**src/tcsync_pkg.sv**
```systemverilog
// Package: register map, fields and reset values of the sync router
`default_nettype none
package tcsync_pkg;
  // Register indices; byte address is four times the index
  localparam logic [15:0] IDX_CTRL = 16'hfff0;
  localparam logic [15:0] IDX_CSR = 16'hfff1;
  localparam logic [15:0] IDX_CAP_RISE = 16'hfff2;
  localparam logic [15:0] IDX_CAP_FALL = 16'hfff3;
  localparam logic [15:0] IDX_COUNT = 16'hfff4;
  localparam logic [15:0] IDX_CMPB = 16'hfff5;
  localparam logic [15:0] IDX_IRQ_STAT = 16'hfff8;
  localparam logic [15:0] IDX_IRQ_MASK = 16'hfff9;
  localparam logic [15:0] IDX_IN_ROUTE = 16'hfffc;
  localparam logic [15:0] IDX_OUT_ROUTE = 16'hfffd;
  localparam logic [15:0] IDX_WIN_SEL = 16'hfffe;
  localparam logic [15:0] IDX_EDGE = 16'hffff;
  // Sync input mode codes
  typedef enum logic [1:0] {
    MODE_FLYBACK = 2'h0,
    MODE_SOG = 2'h1,
    MODE_SEPARATE = 2'h3,
    MODE_COMPOSITE = 2'h2
  } tcsync_mode_t;
  // Field positions
  localparam int OUT_HSYNC_BIT = 0;
  localparam int WIN_SEL_BIT = 0;
  localparam int CAP_SEL_BIT = 0;
  localparam int CTRL_RUN_BIT = 0;
  localparam int CTRL_CKS_LO = 1;
  localparam int CSR_CMFB = 7;
  localparam int CSR_OVF = 6;
  localparam int CSR_RISE = 5;
  localparam int CSR_FALL = 4;
  localparam int EDGE_FLAG_LO = 4;
  // Synchronised input lanes
  localparam int IN_HS = 0;
  localparam int IN_VS = 1;
  localparam int IN_CS = 2;
  localparam int IN_HFB = 3;
  localparam int IN_VFB = 4;
  localparam int IN_PDV = 5;
  localparam int IN_VT = 6;
  localparam int NUM_IN = 7;
  // Interrupt status bits
  localparam int IRQ_CMFB_X = 0;
  localparam int IRQ_CMFB_Y = 1;
  localparam int IRQ_CAPT = 2;
  localparam int IRQ_EDGE = 3;
  localparam int IRQ_W = 4;
  // Reset values and prescaler
  localparam logic [7:0] BYTE_RST = 8'h00;
  localparam logic [7:0] CMPB_RST = 8'hff;
  localparam logic [1:0] MODE_RST = 2'h0;
  localparam int PRE_W = 6;
endpackage : tcsync_pkg
`default_nettype wire

```
**src/tcsync_router.sv**
```systemverilog
// Timer connection: sync routing, two 8-bit timers, edge sense, APB regs
`default_nettype none
// Behaviour
// - Mode field routes flyback, sync-on-green, composite or separate inputs
// - Output select 1 drives horizontal sync on shared pin, else port
// - Window select steers timer range to first or second timer channel
// - Capture source select 1 picks pin, 0 internal vertical; resets 0
// - First channel status bits 7..4 clear on written 0 only
// - Second channel status bits 7..5 clear on written 0 only
// - Compare-match B flag sets when counter equals compare value B
// - Edge-sense flags clear only by writing 0; writing 1 does nothing
// - Edge-sense level bits show live pin states, no fixed value
module tcsync_router (
  input wire logic pclk,
  input wire logic presetn,
  input wire logic psel,
  input wire logic penable,
  input wire logic pwrite,
  input wire logic [17:0] paddr,
  input wire logic [31:0] pwdata,
  output logic [31:0] prdata,
  output logic pready,
  output logic pslverr,
  input wire logic horiz_sync_in,
  input wire logic vert_sync_in,
  input wire logic composite_sync_in,
  input wire logic horiz_flyback_in,
  input wire logic vert_flyback_in,
  input wire logic pseudo_derived_vertical,
  input wire logic vert_sync_or_timer_pin,
  input wire logic alt_pin_out,
  input wire logic alt_pin_oe,
  output logic shared_pin_out,
  output logic shared_pin_oe,
  output logic internal_horiz_signal,
  output logic internal_vert_signal,
  output logic irq
);
  logic [tcsync_pkg::NUM_IN-1:0] raw_in;
  logic [tcsync_pkg::NUM_IN-1:0] s1_q, s2_q, s3_q;
  logic [tcsync_pkg::NUM_IN-1:0] rise, fall;
  // APB slave state
  logic [31:0] prdata_q, prdata_d;
  logic pready_q, pready_d, pslverr_q, pslverr_d;
  // Routing registers
  logic [1:0] mode_q, mode_d;
  logic hs_out_sel_q, hs_out_sel_d, win_sel_q, win_sel_d;
  logic cap_sel_q, cap_sel_d;
  // Per-channel timer state, index 0 first channel, 1 second
  logic [7:0] ctrl_q [2], ctrl_d [2];
  logic [7:0] cnt_q [2], cnt_d [2];
  logic [7:0] cmpb_q [2], cmpb_d [2];
  logic [7:0] csr_q [2], csr_d [2];
  logic [7:0] cap_rise_q, cap_rise_d, cap_fall_q, cap_fall_d;
  logic [tcsync_pkg::PRE_W-1:0] pre_q, pre_d;
  logic [3:0] edge_q, edge_d;
  logic [tcsync_pkg::IRQ_W-1:0] ist_q, ist_d, imask_q, imask_d;
  // Registered pin and internal signal outputs
  logic pin_out_q, pin_out_d, pin_oe_q, pin_oe_d;
  logic ihs_q, ihs_d, ivs_q, ivs_d, irq_q, irq_d;
  logic ihs_c, ivs_c, cap_src, cap_src_prev, cap_rise_ev, cap_fall_ev;
  logic wr, setup;
  logic [15:0] idx;
  logic [7:0] wb;

  assign raw_in = {vert_sync_or_timer_pin, pseudo_derived_vertical,
                   vert_flyback_in, horiz_flyback_in, composite_sync_in,
                   vert_sync_in, horiz_sync_in};

  // Edges are taken from the second and third stages only
  assign rise = s2_q & ~s3_q;
  assign fall = ~s2_q & s3_q;
  assign idx = paddr[17:2];
  assign wb = pwdata[7:0];
  assign setup = psel & ~penable;
  assign wr = psel & penable & pready_q & pwrite;

  // Clock-select decode used for both channels
  function automatic logic tick(input logic [7:0] ctrl,
                                input logic [tcsync_pkg::PRE_W-1:0] pre);
    logic [1:0] cks;
    cks = ctrl[tcsync_pkg::CTRL_CKS_LO +: 2];
    tick = 1'b0;
    if (ctrl[tcsync_pkg::CTRL_RUN_BIT]) begin
      case (cks)
        2'h0: tick = 1'b1;
        2'h1: tick = pre[0];
        2'h2: tick = &pre[2:0];
        default: tick = &pre;
      endcase
    end
  endfunction : tick

  // Address decode shared by read and write paths
  function automatic logic mapped(input logic [15:0] a);
    mapped = (a >= tcsync_pkg::IDX_CTRL && a <= tcsync_pkg::IDX_CMPB) ||
             a == tcsync_pkg::IDX_IRQ_STAT || a == tcsync_pkg::IDX_IRQ_MASK ||
             a >= tcsync_pkg::IDX_IN_ROUTE;
  endfunction : mapped

  // Sync routing, mode decides the internal horizontal and vertical paths
  always_comb begin
    ihs_c = s2_q[tcsync_pkg::IN_HFB];
    ivs_c = s2_q[tcsync_pkg::IN_VFB];
    case (tcsync_pkg::tcsync_mode_t'(mode_q))
      tcsync_pkg::MODE_SOG: begin
        ihs_c = s2_q[tcsync_pkg::IN_CS];
        ivs_c = s2_q[tcsync_pkg::IN_PDV];
      end
      tcsync_pkg::MODE_COMPOSITE: begin
        ihs_c = s2_q[tcsync_pkg::IN_HS];
        ivs_c = s2_q[tcsync_pkg::IN_PDV];
      end
      tcsync_pkg::MODE_SEPARATE: begin
        ihs_c = s2_q[tcsync_pkg::IN_HS];
        ivs_c = s2_q[tcsync_pkg::IN_VS];
      end
      default: begin
        ihs_c = s2_q[tcsync_pkg::IN_HFB];
        ivs_c = s2_q[tcsync_pkg::IN_VFB];
      end
    endcase
  end

  // Capture trigger: pin or the routed vertical signal
  assign cap_src = cap_sel_q ? s2_q[tcsync_pkg::IN_VT] : ivs_c;
  assign cap_src_prev = cap_sel_q ? s3_q[tcsync_pkg::IN_VT] : ivs_q;
  assign cap_rise_ev = cap_src & ~cap_src_prev;
  assign cap_fall_ev = ~cap_src & cap_src_prev;

  // Next values for all state; hardware sets win over software clears
  always_comb begin
    logic [1:0] cmfb;
    logic [1:0] ovf;
    logic ch;
    mode_d = mode_q;
    hs_out_sel_d = hs_out_sel_q;
    win_sel_d = win_sel_q;
    cap_sel_d = cap_sel_q;
    ctrl_d = ctrl_q;
    cnt_d = cnt_q;
    cmpb_d = cmpb_q;
    csr_d = csr_q;
    cap_rise_d = cap_rise_q;
    cap_fall_d = cap_fall_q;
    edge_d = edge_q;
    ist_d = ist_q;
    imask_d = imask_q;
    pre_d = pre_q + 1'b1; // Free-running prescaler, wrap intended
    cmfb = 2'b00;
    ovf = 2'b00;
    ch = win_sel_q;
    // Software writes first so that events below override clears
    if (wr) begin
      if (idx == tcsync_pkg::IDX_IN_ROUTE) begin
        mode_d = wb[1:0];
      end else if (idx == tcsync_pkg::IDX_OUT_ROUTE) begin
        hs_out_sel_d = wb[tcsync_pkg::OUT_HSYNC_BIT];
      end else if (idx == tcsync_pkg::IDX_WIN_SEL) begin
        win_sel_d = wb[tcsync_pkg::WIN_SEL_BIT];
      end else if (idx == tcsync_pkg::IDX_EDGE) begin
        edge_d = edge_q & wb[7:tcsync_pkg::EDGE_FLAG_LO];
      end else if (idx == tcsync_pkg::IDX_IRQ_STAT) begin
        ist_d = ist_q & ~wb[tcsync_pkg::IRQ_W-1:0];
      end else if (idx == tcsync_pkg::IDX_IRQ_MASK) begin
        imask_d = wb[tcsync_pkg::IRQ_W-1:0];
      end else if (idx == tcsync_pkg::IDX_CTRL) begin
        ctrl_d[ch] = wb;
      end else if (idx == tcsync_pkg::IDX_CSR) begin
        // Flags only clear on a written zero, never set by a one
        if (ch) begin
          csr_d[1] = {csr_q[1][7:5] & wb[7:5], 5'h00};
        end else begin
          csr_d[0] = {csr_q[0][7:4] & wb[7:4], 4'h0};
        end
      end else if (idx == tcsync_pkg::IDX_CAP_RISE && ch) begin
        cap_sel_d = wb[tcsync_pkg::CAP_SEL_BIT];
      end else if (idx == tcsync_pkg::IDX_COUNT) begin
        cnt_d[ch] = wb;
      end else if (idx == tcsync_pkg::IDX_CMPB) begin
        cmpb_d[ch] = wb;
      end
    end
    // Counters and compare match B for both channels
    for (int i = 0; i < 2; i++) begin
      if (tick(ctrl_q[i], pre_q)) begin
        cnt_d[i] = cnt_q[i] + 8'h01;
        ovf[i] = &cnt_q[i];
      end
      cmfb[i] = (cnt_q[i] == cmpb_q[i]);
      if (cmfb[i]) begin
        csr_d[i][tcsync_pkg::CSR_CMFB] = 1'b1;
      end
      if (ovf[i]) begin
        csr_d[i][tcsync_pkg::CSR_OVF] = 1'b1;
      end
    end
    // Capture of the first counter on the selected trigger edges
    if (cap_rise_ev) begin
      cap_rise_d = cnt_q[0];
      csr_d[0][tcsync_pkg::CSR_RISE] = 1'b1;
    end
    if (cap_fall_ev) begin
      cap_fall_d = cnt_q[0];
      csr_d[0][tcsync_pkg::CSR_FALL] = 1'b1;
    end
    // Second channel notes rising edges of its timer input pin
    if (rise[tcsync_pkg::IN_VT]) begin
      csr_d[1][tcsync_pkg::CSR_RISE] = 1'b1;
    end
    // Edge-sense flags: vertical, horizontal, composite, flyback rise
    edge_d = edge_d | {rise[tcsync_pkg::IN_VS], rise[tcsync_pkg::IN_HS],
                       rise[tcsync_pkg::IN_CS], rise[tcsync_pkg::IN_HFB]};
    // Sticky interrupt sources
    ist_d[tcsync_pkg::IRQ_CMFB_X] = ist_d[tcsync_pkg::IRQ_CMFB_X] | cmfb[0];
    ist_d[tcsync_pkg::IRQ_CMFB_Y] = ist_d[tcsync_pkg::IRQ_CMFB_Y] | cmfb[1];
    ist_d[tcsync_pkg::IRQ_CAPT] = ist_d[tcsync_pkg::IRQ_CAPT] |
                                  cap_rise_ev | cap_fall_ev;
    ist_d[tcsync_pkg::IRQ_EDGE] = ist_d[tcsync_pkg::IRQ_EDGE] |
      rise[tcsync_pkg::IN_VS] | rise[tcsync_pkg::IN_HS] |
      rise[tcsync_pkg::IN_CS] | rise[tcsync_pkg::IN_HFB];
  end

  // Outputs: routed signals and the shared pin, all registered
  always_comb begin
    ihs_d = ihs_c;
    ivs_d = ivs_c;
    irq_d = |(ist_q & imask_q);
    if (hs_out_sel_q) begin
      pin_out_d = ihs_c;
      pin_oe_d = 1'b1;
    end else begin
      pin_out_d = alt_pin_out;
      pin_oe_d = alt_pin_oe;
    end
  end

  // APB answer: data fetched in setup, ready in the first access cycle
  always_comb begin
    logic ch;
    ch = win_sel_q;
    pready_d = setup;
    pslverr_d = setup & ~mapped(idx);
    prdata_d = prdata_q;
    if (setup) begin
      prdata_d = 32'h0000_0000;
      if (idx == tcsync_pkg::IDX_IN_ROUTE) begin
        prdata_d[1:0] = mode_q;
      end else if (idx == tcsync_pkg::IDX_OUT_ROUTE) begin
        prdata_d[tcsync_pkg::OUT_HSYNC_BIT] = hs_out_sel_q;
      end else if (idx == tcsync_pkg::IDX_WIN_SEL) begin
        prdata_d[tcsync_pkg::WIN_SEL_BIT] = win_sel_q;
      end else if (idx == tcsync_pkg::IDX_EDGE) begin
        prdata_d[7:0] = {edge_q, s2_q[tcsync_pkg::IN_VS],
                         s2_q[tcsync_pkg::IN_HS], s2_q[tcsync_pkg::IN_CS],
                         s2_q[tcsync_pkg::IN_HFB]};
      end else if (idx == tcsync_pkg::IDX_IRQ_STAT) begin
        prdata_d[tcsync_pkg::IRQ_W-1:0] = ist_q;
      end else if (idx == tcsync_pkg::IDX_IRQ_MASK) begin
        prdata_d[tcsync_pkg::IRQ_W-1:0] = imask_q;
      end else if (idx == tcsync_pkg::IDX_CTRL) begin
        prdata_d[7:0] = ctrl_q[ch];
      end else if (idx == tcsync_pkg::IDX_CSR) begin
        prdata_d[7:0] = csr_q[ch];
      end else if (idx == tcsync_pkg::IDX_CAP_RISE) begin
        prdata_d[7:0] = ch ? {7'h00, cap_sel_q} : cap_rise_q;
      end else if (idx == tcsync_pkg::IDX_CAP_FALL) begin
        prdata_d[7:0] = ch ? tcsync_pkg::BYTE_RST : cap_fall_q;
      end else if (idx == tcsync_pkg::IDX_COUNT) begin
        prdata_d[7:0] = cnt_q[ch];
      end else if (idx == tcsync_pkg::IDX_CMPB) begin
        prdata_d[7:0] = cmpb_q[ch];
      end
    end
  end

  // Input synchronisers; pins are asynchronous to pclk
  always_ff @(posedge pclk or negedge presetn) begin
    if (!presetn) begin
      s1_q <= '0;
      s2_q <= '0;
      s3_q <= '0;
    end else begin
      s1_q <= raw_in;
      s2_q <= s1_q;
      s3_q <= s2_q;
    end
  end

  // State registers
  always_ff @(posedge pclk or negedge presetn) begin
    if (!presetn) begin
      mode_q <= tcsync_pkg::MODE_RST;
      hs_out_sel_q <= 1'b0;
      win_sel_q <= 1'b0;
      cap_sel_q <= 1'b0;
      for (int i = 0; i < 2; i++) begin
        ctrl_q[i] <= tcsync_pkg::BYTE_RST;
        cnt_q[i] <= tcsync_pkg::BYTE_RST;
        cmpb_q[i] <= tcsync_pkg::CMPB_RST;
        csr_q[i] <= tcsync_pkg::BYTE_RST;
      end
      cap_rise_q <= tcsync_pkg::BYTE_RST;
      cap_fall_q <= tcsync_pkg::BYTE_RST;
      pre_q <= '0;
      edge_q <= '0;
      ist_q <= '0;
      imask_q <= '0;
    end else begin
      mode_q <= mode_d;
      hs_out_sel_q <= hs_out_sel_d;
      win_sel_q <= win_sel_d;
      cap_sel_q <= cap_sel_d;
      ctrl_q <= ctrl_d;
      cnt_q <= cnt_d;
      cmpb_q <= cmpb_d;
      csr_q <= csr_d;
      cap_rise_q <= cap_rise_d;
      cap_fall_q <= cap_fall_d;
      pre_q <= pre_d;
      edge_q <= edge_d;
      ist_q <= ist_d;
      imask_q <= imask_d;
    end
  end

  // Output and bus answer registers
  always_ff @(posedge pclk or negedge presetn) begin
    if (!presetn) begin
      pin_out_q <= 1'b0;
      pin_oe_q <= 1'b0;
      ihs_q <= 1'b0;
      ivs_q <= 1'b0;
      irq_q <= 1'b0;
      prdata_q <= 32'h0000_0000;
      pready_q <= 1'b0;
      pslverr_q <= 1'b0;
    end else begin
      pin_out_q <= pin_out_d;
      pin_oe_q <= pin_oe_d;
      ihs_q <= ihs_d;
      ivs_q <= ivs_d;
      irq_q <= irq_d;
      prdata_q <= prdata_d;
      pready_q <= pready_d;
      pslverr_q <= pslverr_d;
    end
  end

  assign prdata = prdata_q;
  assign pready = pready_q;
  assign pslverr = pslverr_q;
  assign shared_pin_out = pin_out_q;
  assign shared_pin_oe = pin_oe_q;
  assign internal_horiz_signal = ihs_q;
  assign internal_vert_signal = ivs_q;
  assign irq = irq_q;
endmodule : tcsync_router
`default_nettype wire

```
**config.mk**
```make
export PLATFORM = sky130hd
export DESIGN_NAME = tcsync_router
export DESIGN_NICKNAME = d
export VERILOG_FILES = /design/src/tcsync_pkg.sv /design/src/tcsync_router.sv
export SDC_FILE = /design/constraint.sdc
export NUM_CORES = 1
export LEC_CHECK = 0
export BUFFER_PORTS_ARGS = -buffer_cell sky130_fd_sc_hd__buf_2
export CORE_ASPECT_RATIO = 1.5
export CORE_UTILIZATION = 36
export CTS_BUF_LIST = sky130_fd_sc_hd__clkbuf_16
export CTS_CLUSTER_DIAMETER = 30
export DETAILED_ROUTE_END_ITERATION = 7
export PLACE_DENSITY = 0.53
export SYNTH_ARGS = -nofsm -noshare
export SYNTH_HDL_FRONTEND = slang
export SYNTH_SLANG_ARGS = --single-unit
export TNS_END_PERCENT = 20
```
**constraint.sdc**
```tcl
create_clock -name pclk -period 3.81 [get_ports pclk]
set_input_delay 1.143 -clock pclk [delete_from_list [all_inputs] [get_ports pclk]]
set_output_delay 1.143 -clock pclk [all_outputs]
set_load 0.03 [all_outputs]
```
== Word level (Yosys, flattened, before mapping) ==
Cells that the tools add are included.

* $lt $le $gt $ge: 5
* Reduce and logical (&&, ||, !) cells: 52
* Muxes and demuxes: 90
* Add/sub/neg operators: 3
* Equal/unequal tests: 92
* Bitwise logic cells: 39

{| class="wikitable"
|+ Operators with widths
! cell !! number
|-
| 16-bit two-way mux || 20
|-
| 8-bit two-way mux || 26
|-
| 16-bit == test, second input constant || 12
|-
| 2-bit inequality test, second input constant || 49
|-
| 10-bit AND reduction || 8
|-
| 4-bit two-way mux || 15
|-
| 16-bit bitwise mux || 3
|-
| 2-bit by 1-bit inequality test with 1-bit output, second input constant || 22
|-
| 2-bit nonzero test || 21
|-
| 16-bit >= comparator, second input constant || 2
|-
| 8-bit AND reduction || 3
|-
| 11-bit AND reduction || 2
|-
| 1-bit two-way mux || 17
|-
| 8-bit by 1-bit adder with 8-bit output, second input constant || 2
|-
| 4-bit AND || 4
|-
| 8-bit == test || 2
|-
| 16-bit <= comparator, second input constant || 1
|-
| 7-bit two-way mux || 2
|-
| 1-bit NOT || 14
|-
| 12-bit AND reduction || 1
|-
| 8-bit demux with 1-bit select || 1
|-
| 2-bit == test, second input constant || 4
|-
| 1-bit bitwise OR || 8
|-
| 1-bit AND || 7
|-
| 24 further kinds || 35
|}

* Logic and storage cells: 315
* Bits in registers: 130

== Longest topological paths before layout ==
Gate-level depths: netlist of run 1.

* Depth in word-level cells: 18
* Mapped depth: 9

== Least setup slack after synthesis of run 1 ==
Ideal clock, no wire load.

* Path type: in2reg
* From: in paddr[4]
* To: reg ctrl_q[10] (netlist bit)
* Cell stages on the path: 6
* Required time: 3685 ps
* Arrival time: 2838 ps
* Setup slack: 847 ps
* Setup time: 125 ps
* Path through: clkbuf_1 > or2_2 > nor4_1 > nand2_1 > nor2_2 > mux2_2

* Word-level cells in the longest chain between the ends: 3

{| class="wikitable"
|+ Ends and longest elaborated chain
! element !! RTL line !! source
|-
| start: declaration || tcsync_router.sv:19 || <nowiki>input wire logic [17:0] paddr,</nowiki>
|-
| 16-bit == test (tied with other cells) || tcsync_router.sv:161 || <nowiki>end else if (idx == tcsync_pkg::IDX_EDGE) begin</nowiki>
|-
| 1-bit NOT (no source line) || n/a ||
|-
| 8-bit AND reduction (no source line) * || n/a ||
|-
| end signal: indexed assignment || tcsync_router.sv:298 || <nowiki>ctrl_q[i] <= tcsync_pkg::BYTE_RST;</nowiki>
|-
| end signal: assignment || tcsync_router.sv:314 || <nowiki>ctrl_q <= ctrl_d;</nowiki>
|-
| end: declaration || tcsync_router.sv:50 || <nowiki>logic [7:0] ctrl_q [2], ctrl_d [2];</nowiki>
|}

Every way passes the cells marked *; elsewhere a longest branch is shown, timed or not.
A chain may end at the register's enable or synchronous reset.

== Worst setup path in the final report of run 1 ==
* From: in paddr[16]
* To: reg csr_q[7] (netlist bit)

* Word-level cells in the longest chain between the ends: 3

{| class="wikitable"
|+ Ends and longest elaborated chain
! element !! RTL line !! source
|-
| 16-bit == test (tied with other cells) || tcsync_router.sv:167 || <nowiki>end else if (idx == tcsync_pkg::IDX_CTRL) begin</nowiki>
|-
| 2-bit inequality test (no source line) / 2-bit nonzero test (equally long branches) || n/a ||
|-
| 10-bit AND reduction (no source line) * || n/a ||
|-
| end signal: indexed assignment || tcsync_router.sv:301 || <nowiki>csr_q[i] <= tcsync_pkg::BYTE_RST;</nowiki>
|-
| end signal: assignment || tcsync_router.sv:317 || <nowiki>csr_q <= csr_d;</nowiki>
|-
| end: declaration || tcsync_router.sv:53 || <nowiki>logic [7:0] csr_q [2], csr_d [2];</nowiki>
|}

Marks and branches as above.

==> metrics.md, run 1 <==
| Metric | Value |
|---|---|
| Die Wd | `around 110 µm` |
| WS Path Type | `in -> reg` |
| Max Fclk | `about 340 MHz` |
| Grt met1 use | `~25%` |
| Die height | `168 µm` |
| CP Launch Type | `input pin` |
| Total CTS buffers | `17` |
| Clock latency on the worst-skew pair | `about 430 ps` |
| First-pass GRT wire length | `30.9 mm` |
| Post-route minimum period | `2950 ps` |
| Ranking of synthesized cells by area | `dfrtp_1 43%, mux2_2 11%, dfstp_2 6.4%` |
| Worst-Margin Slew | `approximately 660 ps` |
| Final setup viols | `0` |
| Clock sinks | `128` |
| Synthesized cell area | `between 6000 and 7000 µm²` |
| Max-Cap Viols | `0` |
| R2r endpoint | `cmpb_q[7]` |
| Root Driver | `clkbuf_16` |
| Worst hold path class | `reg -> reg` |
| GR Util met2 | `between 30 and 40%` |
| Primary FF master, synth | `dfrtp_1` |
| Worst R2R Start | `win_sel_q` |
| Commonest non-fill, non-tap cell in the layout | `dfrtp_1` |
| Met3 usage | `under 10%` |
| Layer with the highest usage | `met2` |
| Post-synthesis cell type count | `between 60 and 70` |
| Cts repair resizes | `0` |
| Fin. max-slew vios | `0` |
| Tcrit/Tclk final | `approximately 77%` |
| DRT iter0 DRCs | `310` |
| CP arrival | `approximately 3300 ps` |
| Row count | `60` |
| Residual DRC | `7` |
| Wire per inst | `21.4 µm` |
| Async set or reset register ratio after synthesis | `100%` |
| Worst VDD drop | `approximately 0.34 mV` |
| R2R depth | `5` |
| CP required | `~4100 ps` |
| Pwr per Cell Area | `419 nW/µm²` |
| Max Buffers Root-to-Sink | `2` |
| GRT Residual Overflow | `0` |
| Reg2reg setup slack | `approximately 1300 ps` |
| Die area | `about 19000 µm²` |
| RSZ-0062 raised after global routing | `false` |
| Via count | `about 5100` |
| Worst hold start | `s1_q[1]` |
| Detailed Place HPWL | `approximately 14 mm` |
| Largest net degree at the start of global routing | `between 50 and 60` |
| CTS tree | `built` |
| Synth Warn # | `0` |
| Number of nets in the layout | `approximately 750` |
| WHS | `roughly 340 ps` |
| Cts hold-fix bufs | `0` |
| Relative slew slack | `a little under three fifths` |
| Hold path endpoint | `s2_q[1]` |
| Placed insts | `872` |
| I/O pins | `around 100` |
| Vias in the first global route | `around 5400` |
| Synth Register Bits | `128` |
| Inserted Diodes | `0` |
| Final TNS setup | `0 ps` |
| Post-synth EDFFs | `0` |
| Final-report hold violation count | `0` |
| Synth Instances | `608` |
| DRT Pass-1 Iters | `7` |
| Vias per cell | `5.59` |
| Post-Place Worst Slack | `around 470 ps` |
| Register area share after synthesis | `between 40% and 50%` |
| Initial antenna violation count | `0` |
| Core area | `about 18000 µm²` |
| Leak | `about 3.5 nW` |
| Design Power | `between 3 and 4 mW` |
| Layout cell share with drive strength beyond 1 | `around 28%` |
| Area grow syn2layout | `16.7%` |
| Commonest cells after routing, fill and taps aside | `112 x dfrtp_1, 64 x mux2_2, 61 x nand2_1` |
| Mean Syn Cell Area | `10.8 µm²` |
| Initial Util | `36.6%` |
| Crit end category | `register` |
| Crit Path Max Fanout | `9` |
| Failing checks | `DRC` |
| Clock-pin slew on the worst setup and hold paths | `50 ps` |
| Yosys top cell area share | `42.6%` |
| Hold Path Depth | `0` |
| IO Port Bufs | `52` |
| Post-route setup slack | `around 860 ps` |
| Post-Layout Cell Count | `904` |
| Largest area contributor in the netlist | `dfrtp_1` |
| H-Tree Level Count | `4` |
| Status | `finished with violations` |
| Gr usage total | `between 20 and 25%` |
| Placer Congestion | `~0.9` |
| DRT antenna net count | `0` |
| Total setup buffers inserted after CTS | `0` |
| Worst Skew | `just under 8 ps` |
| Final WL | `between 15 and 20 mm` |
## critical path: stages
cell	delay (ps)
buf_2	90
nand4_1	350
nor4_1	520
buf_4	240
and2_1	280
nand2_1	200
o21ai_0	200
a21bo_2	240
## logic make-up after synthesis
group	share of synthesized area, %
AOI/OAI and AO/OA	12.2
xor gates and xnor gates	2.66
adders and majority gates	1.52
buffers and inverters	4.74
DFF	49.0
muxes	14.8
other	0.0570
and+or+nand+nor	15.0
## metal layers
metal,wire length [µm],part of all wire [%],vias up
met5,0,0,-
met4,893,4.6,0
met3,712,3.7,52
met2,10100,52,167
met1,7630,39,2525
li1,-,-,2310
## synthesized netlist by cell type, drive strengths merged (3+ instances only)
cell and n:
dfrtp 112, mux2 64, nand2 61, o21ai 34, buf 30, a21oi 25
nor2 25, mux2i 23, nand3 22, clkbuf 17, xor2 17, dfstp 16
and3 13, nand4 13, a211oi 12, nor3 11, inv 9, nor4 9
ha 8, nand2b 8, a311oi 7, a21o 6, a22oi 6, and2 5
a22o 4, and4 4, a31oi 3, nand3b 3, nor2b 3, o221ai 3
or2 3, xnor2 3
## metrics by stage
stage | utilization, % | instance area (µm²)
detailed placement | 39.5 | 7080
global placement | 39.5 | 7080
global route | 42.8 | 7670
CTS | 42.8 | 7670
finish | 42.8 | 7670
floorplan | - | 6660
## layout make-up
class                      count  area, µm²
multi-input combinational    445       3130
clock inverter                15        166
sequential                   128       3220
clock buffer                  17        425
timing repair buffer          71        418
tap                          217        272
fill                        1672      10300
inverter                      11       41.3
## flip-flops by register name (all words and copies together), names as in the netlist, 5 cells and up
register	count
s2_q	7
cmpb_q	16
s3_q	5
prdata	8
ctrl_q	16
s1_q	7
cap_fall_q	8
csr_q	7
cnt_q	16
pre_q	6
cap_rise_q	8
## report_power, final
part | switching, mW | total, mW | internal (mW)
Clock | 0.576 | 1.65 | 1.07
Sequential | 0.00922 | 1.39 | 1.38
Combinational | 0.141 | 0.184 | 0.0435
## worst max-delay path by stage
stage | endpoint | start | depth (start not counted) | slack [ps]
after CTS | csr_q[7] | paddr[16] | 8 | 890
after detailed placement | cnt_q[14] | paddr[4] | 7 | 470
final | csr_q[7] | paddr[16] | 8 | 860
after floorplan | ctrl_q[10] | paddr[4] | 6 | 850
after global routing | csr_q[15] | paddr[16] | 8 | 750
after global placement | cnt_q[13] | paddr[4] | 7 | 470
(Power assumes the default switching activity.)
==> run 2: changes to the inputs <==
--- a/config.mk
+++ b/config.mk
@@ -11,7 +11,7 @@
 export CTS_BUF_LIST = sky130_fd_sc_hd__clkbuf_16
 export CTS_CLUSTER_DIAMETER = 30
 export DETAILED_ROUTE_END_ITERATION = 7
-export PLACE_DENSITY = 0.53
+export PLACE_DENSITY = 0.55
 export SYNTH_ARGS = -nofsm -noshare
 export SYNTH_HDL_FRONTEND = slang
 export SYNTH_SLANG_ARGS = --single-unit
==> constraint.sdc (replaced) <==
create_clock -name pclk -period 2.7 [get_ports pclk]
set_input_delay 0.81 -clock pclk [delete_from_list [all_inputs] [get_ports pclk]]
set_output_delay 0.81 -clock pclk [all_outputs]
set_load 0.03 [all_outputs]
==> metrics.md, run 2 (same netlist as run 1, synthesis figures left out) <==
| Metric | Value |
|---|---|
| Status | `finished with violations` |
| Failing checks | `DRC` |
| CP required | `3010 ps (-1120 ps)` |
| Worst R2R Start | `mode_q[0]` |
| Post-Place Worst Slack | `-217 ps (-685 ps)` |
| CP Launch Type | `input pin` |
| Crit Path Max Fanout | `6 (-3)` |
| Pwr per Cell Area | `577 nW/µm² (+38%)` |
| DRT Pass-1 Iters | `7 (unchanged)` |
| Core area | `17900 µm² (unchanged)` |
| Commonest non-fill, non-tap cell in the layout | `dfrtp_1` |
| RSZ-0062 raised after global routing | `false` |
| WHS | `335 ps (-3.07 ps)` |
| First-pass GRT wire length | `30.7 mm (-0.74%)` |
| Die Wd | `112 µm (unchanged)` |
| Relative slew slack | `60.7% (+4.4 points)` |
| Total CTS buffers | `17 (unchanged)` |
| Clock sinks | `128 (unchanged)` |
| CP arrival | `2780 ps (-490 ps)` |
| Detailed Place HPWL | `14.8 mm (+2.5%)` |
| Leak | `3.63 nW (+4.0%)` |
| Crit end category | `register` |
| Worst Skew | `6.16 ps (-1.74 ps)` |
| Final WL | `19.8 mm (+2.2%)` |
| Worst VDD drop | `0.306 mV (-11%)` |
| WS Path Type | `in -> reg` |
| Number of nets in the layout | `779 (+4.4%)` |
| Max Fclk | `around 400 MHz` |
| Max-Cap Viols | `0 (unchanged)` |
| Tcrit/Tclk final | `around nine tenths` |
| Clock-pin slew on the worst setup and hold paths | `60 ps (about the same)` |
| Worst hold path class | `in -> async` |
| Initial antenna violation count | `0 (unchanged)` |
| Inserted Diodes | `0 (unchanged)` |
| Max incr delay on CP | `360 ps (-160 ps)` |
| R2R depth | `7 (+2)` |
| I/O pins | `103 (unchanged)` |
| Vias per cell | `5.47 (-2.1%)` |
| Initial Util | `36.6% (unchanged)` |
| Area grow syn2layout | `20.6%` |
| Die area | `18800 µm² (unchanged)` |
| Root Driver | `clkbuf_16` |
| IO Port Bufs | `52 (unchanged)` |
| Row count | `60 (unchanged)` |
| Crit-path slowest cell | `nor4_1` |
| Layout cell share with drive strength beyond 1 | `32.5% (+4.7 points)` |
| Total setup buffers inserted after CTS | `0 (unchanged)` |
| CTS tree | `built` |
| Vias in the first global route | `5395 (+0.63%)` |
| Clock latency on the worst-skew pair | `420 ps (about the same)` |
| DRT iter0 DRCs | `377 (+22%)` |
| Regs by FF count | `cmpb_q (16), cnt_q (16), ctrl_q (16)` |
| DRT antenna net count | `0 (unchanged)` |
| Die height | `168 µm (unchanged)` |
| Commonest cells after routing, fill and taps aside | `112 x dfrtp_1, 64 x mux2_2, 61 x nand2_1` |
| H-Tree Level Count | `4 (unchanged)` |
| Gr usage total | `22.2% (+0.10 points)` |
| Placed insts | `905 (+3.8%)` |
| Wire per inst | `21.1 µm (-1.4%)` |
| Worst-Margin Slew | `587 ps (-70.1 ps)` |
| Post-route minimum period | `approximately 2500 ps` |
| R2r endpoint | `cap_rise_q[5]` |
| Cts repair resizes | `0 (unchanged)` |
| Via count | `5129 (+1.5%)` |
| Post-Layout Cell Count | `937 (+3.7%)` |
| Final TNS setup | `0 ps (unchanged)` |
| Largest net degree at the start of global routing | `57 (+1.8%)` |
| Residual DRC | `5 (-2)` |
| Reg2reg setup slack | `330 ps (-1000 ps)` |
| Final-report hold violation count | `0 (unchanged)` |
| Critical path's most frequent cell | `buf_4` |
| Max Buffers Root-to-Sink | `2 (unchanged)` |
| Cts hold-fix bufs | `0 (unchanged)` |
| GRT Residual Overflow | `0 (unchanged)` |
| Fin. max-slew vios | `0 (unchanged)` |
| Critical Path, Cell by Cell | `buf_2, buf_4, or2_2, nor4_1, buf_4, nand2_1, nor2_2, buf_4, mux2_2` |
| Post-route setup slack | `227 ps (-632 ps)` |
| Placer Congestion | `0.902 (-2.4%)` |
| Final setup viols | `0 (unchanged)` |
[run 2: cell count changes in the layout (fill, tap and decap cells not counted), moves of 2 or more]
cell / before / now
buf_4: 19 / 51
inv_1: 16 / 9
inv_6: 0 / 6
clkinv_1: 5 / 2
bufinv_16: 4 / 2
clkinvlp_4: 0 / 2
inv_8: 0 / 2
[run 2: routing by layer]
| layer | vias up | track usage [%] | part of all wire, % |
|---|---|---|---|
| li1 | 2380 | - | - |
| met1 | 2549 | 25.0 | 39 |
| met2 | 163 | 39.7 | 53 |
| met3 | 37 | 4.16 | 3.6 |
| met4 | 0 | 11.2 | 3.9 |
| met5 | - | 0 | 0 |
[run 2: worst max path at each step]
stage / endpoint / slack, ps / depth (start not counted) / start
3_5_place_dp: ctrl_q[13] / -220 / 9 / paddr[5]
6_report: ctrl_q[10] / 230 / 9 / paddr[5]
5_1_grt: cap_rise_q[7] / 150 / 7 / mode_q[0]
3_3_place_gp: ctrl_q[13] / -220 / 9 / paddr[5]
4_1_cts: ctrl_q[13] / 220 / 9 / paddr[5]
2_1_floorplan: ctrl_q[10] / 70 / 6 / paddr[4]
[run 2: area by class of cell]
class                   instances  area (µm²)
flip-flops and latches        128        3220
clock inverters                15         173
fillers                      1728       10000
multi-input cells             445        3130
clock buffers                  17         425
well taps                     217         272
inverters                      11        41.3
repair buffers                104         669
[run 2: stage by stage]
| stage | total power, mW | utilization [%] | instance area (µm²) |
|---|---|---|---|
| after CTS | 4.61 | 44.2 | 7930 |
| after detailed placement | 2.26 | 40.9 | 7330 |
| final | 4.57 | 44.2 | 7930 |
| after global routing | 4.73 | 44.2 | 7930 |
| after global placement | 2.26 | 40.9 | 7330 |
| after floorplan | 2.14 | - | 6660 |
[run 2: where the power goes]
part / switching (mW) / internal (mW)
sequential: 0.0122 / 1.94
clock: 0.958 / 1.39
combinational: 0.201 / 0.0709
[run 2: critical path: cells and delay by family]
family / cells / cell delay (ps)
buffers and inverters: 4 / 670
AND/OR/NAND/NOR: 4 / 970
multiplexers: 1 / 330
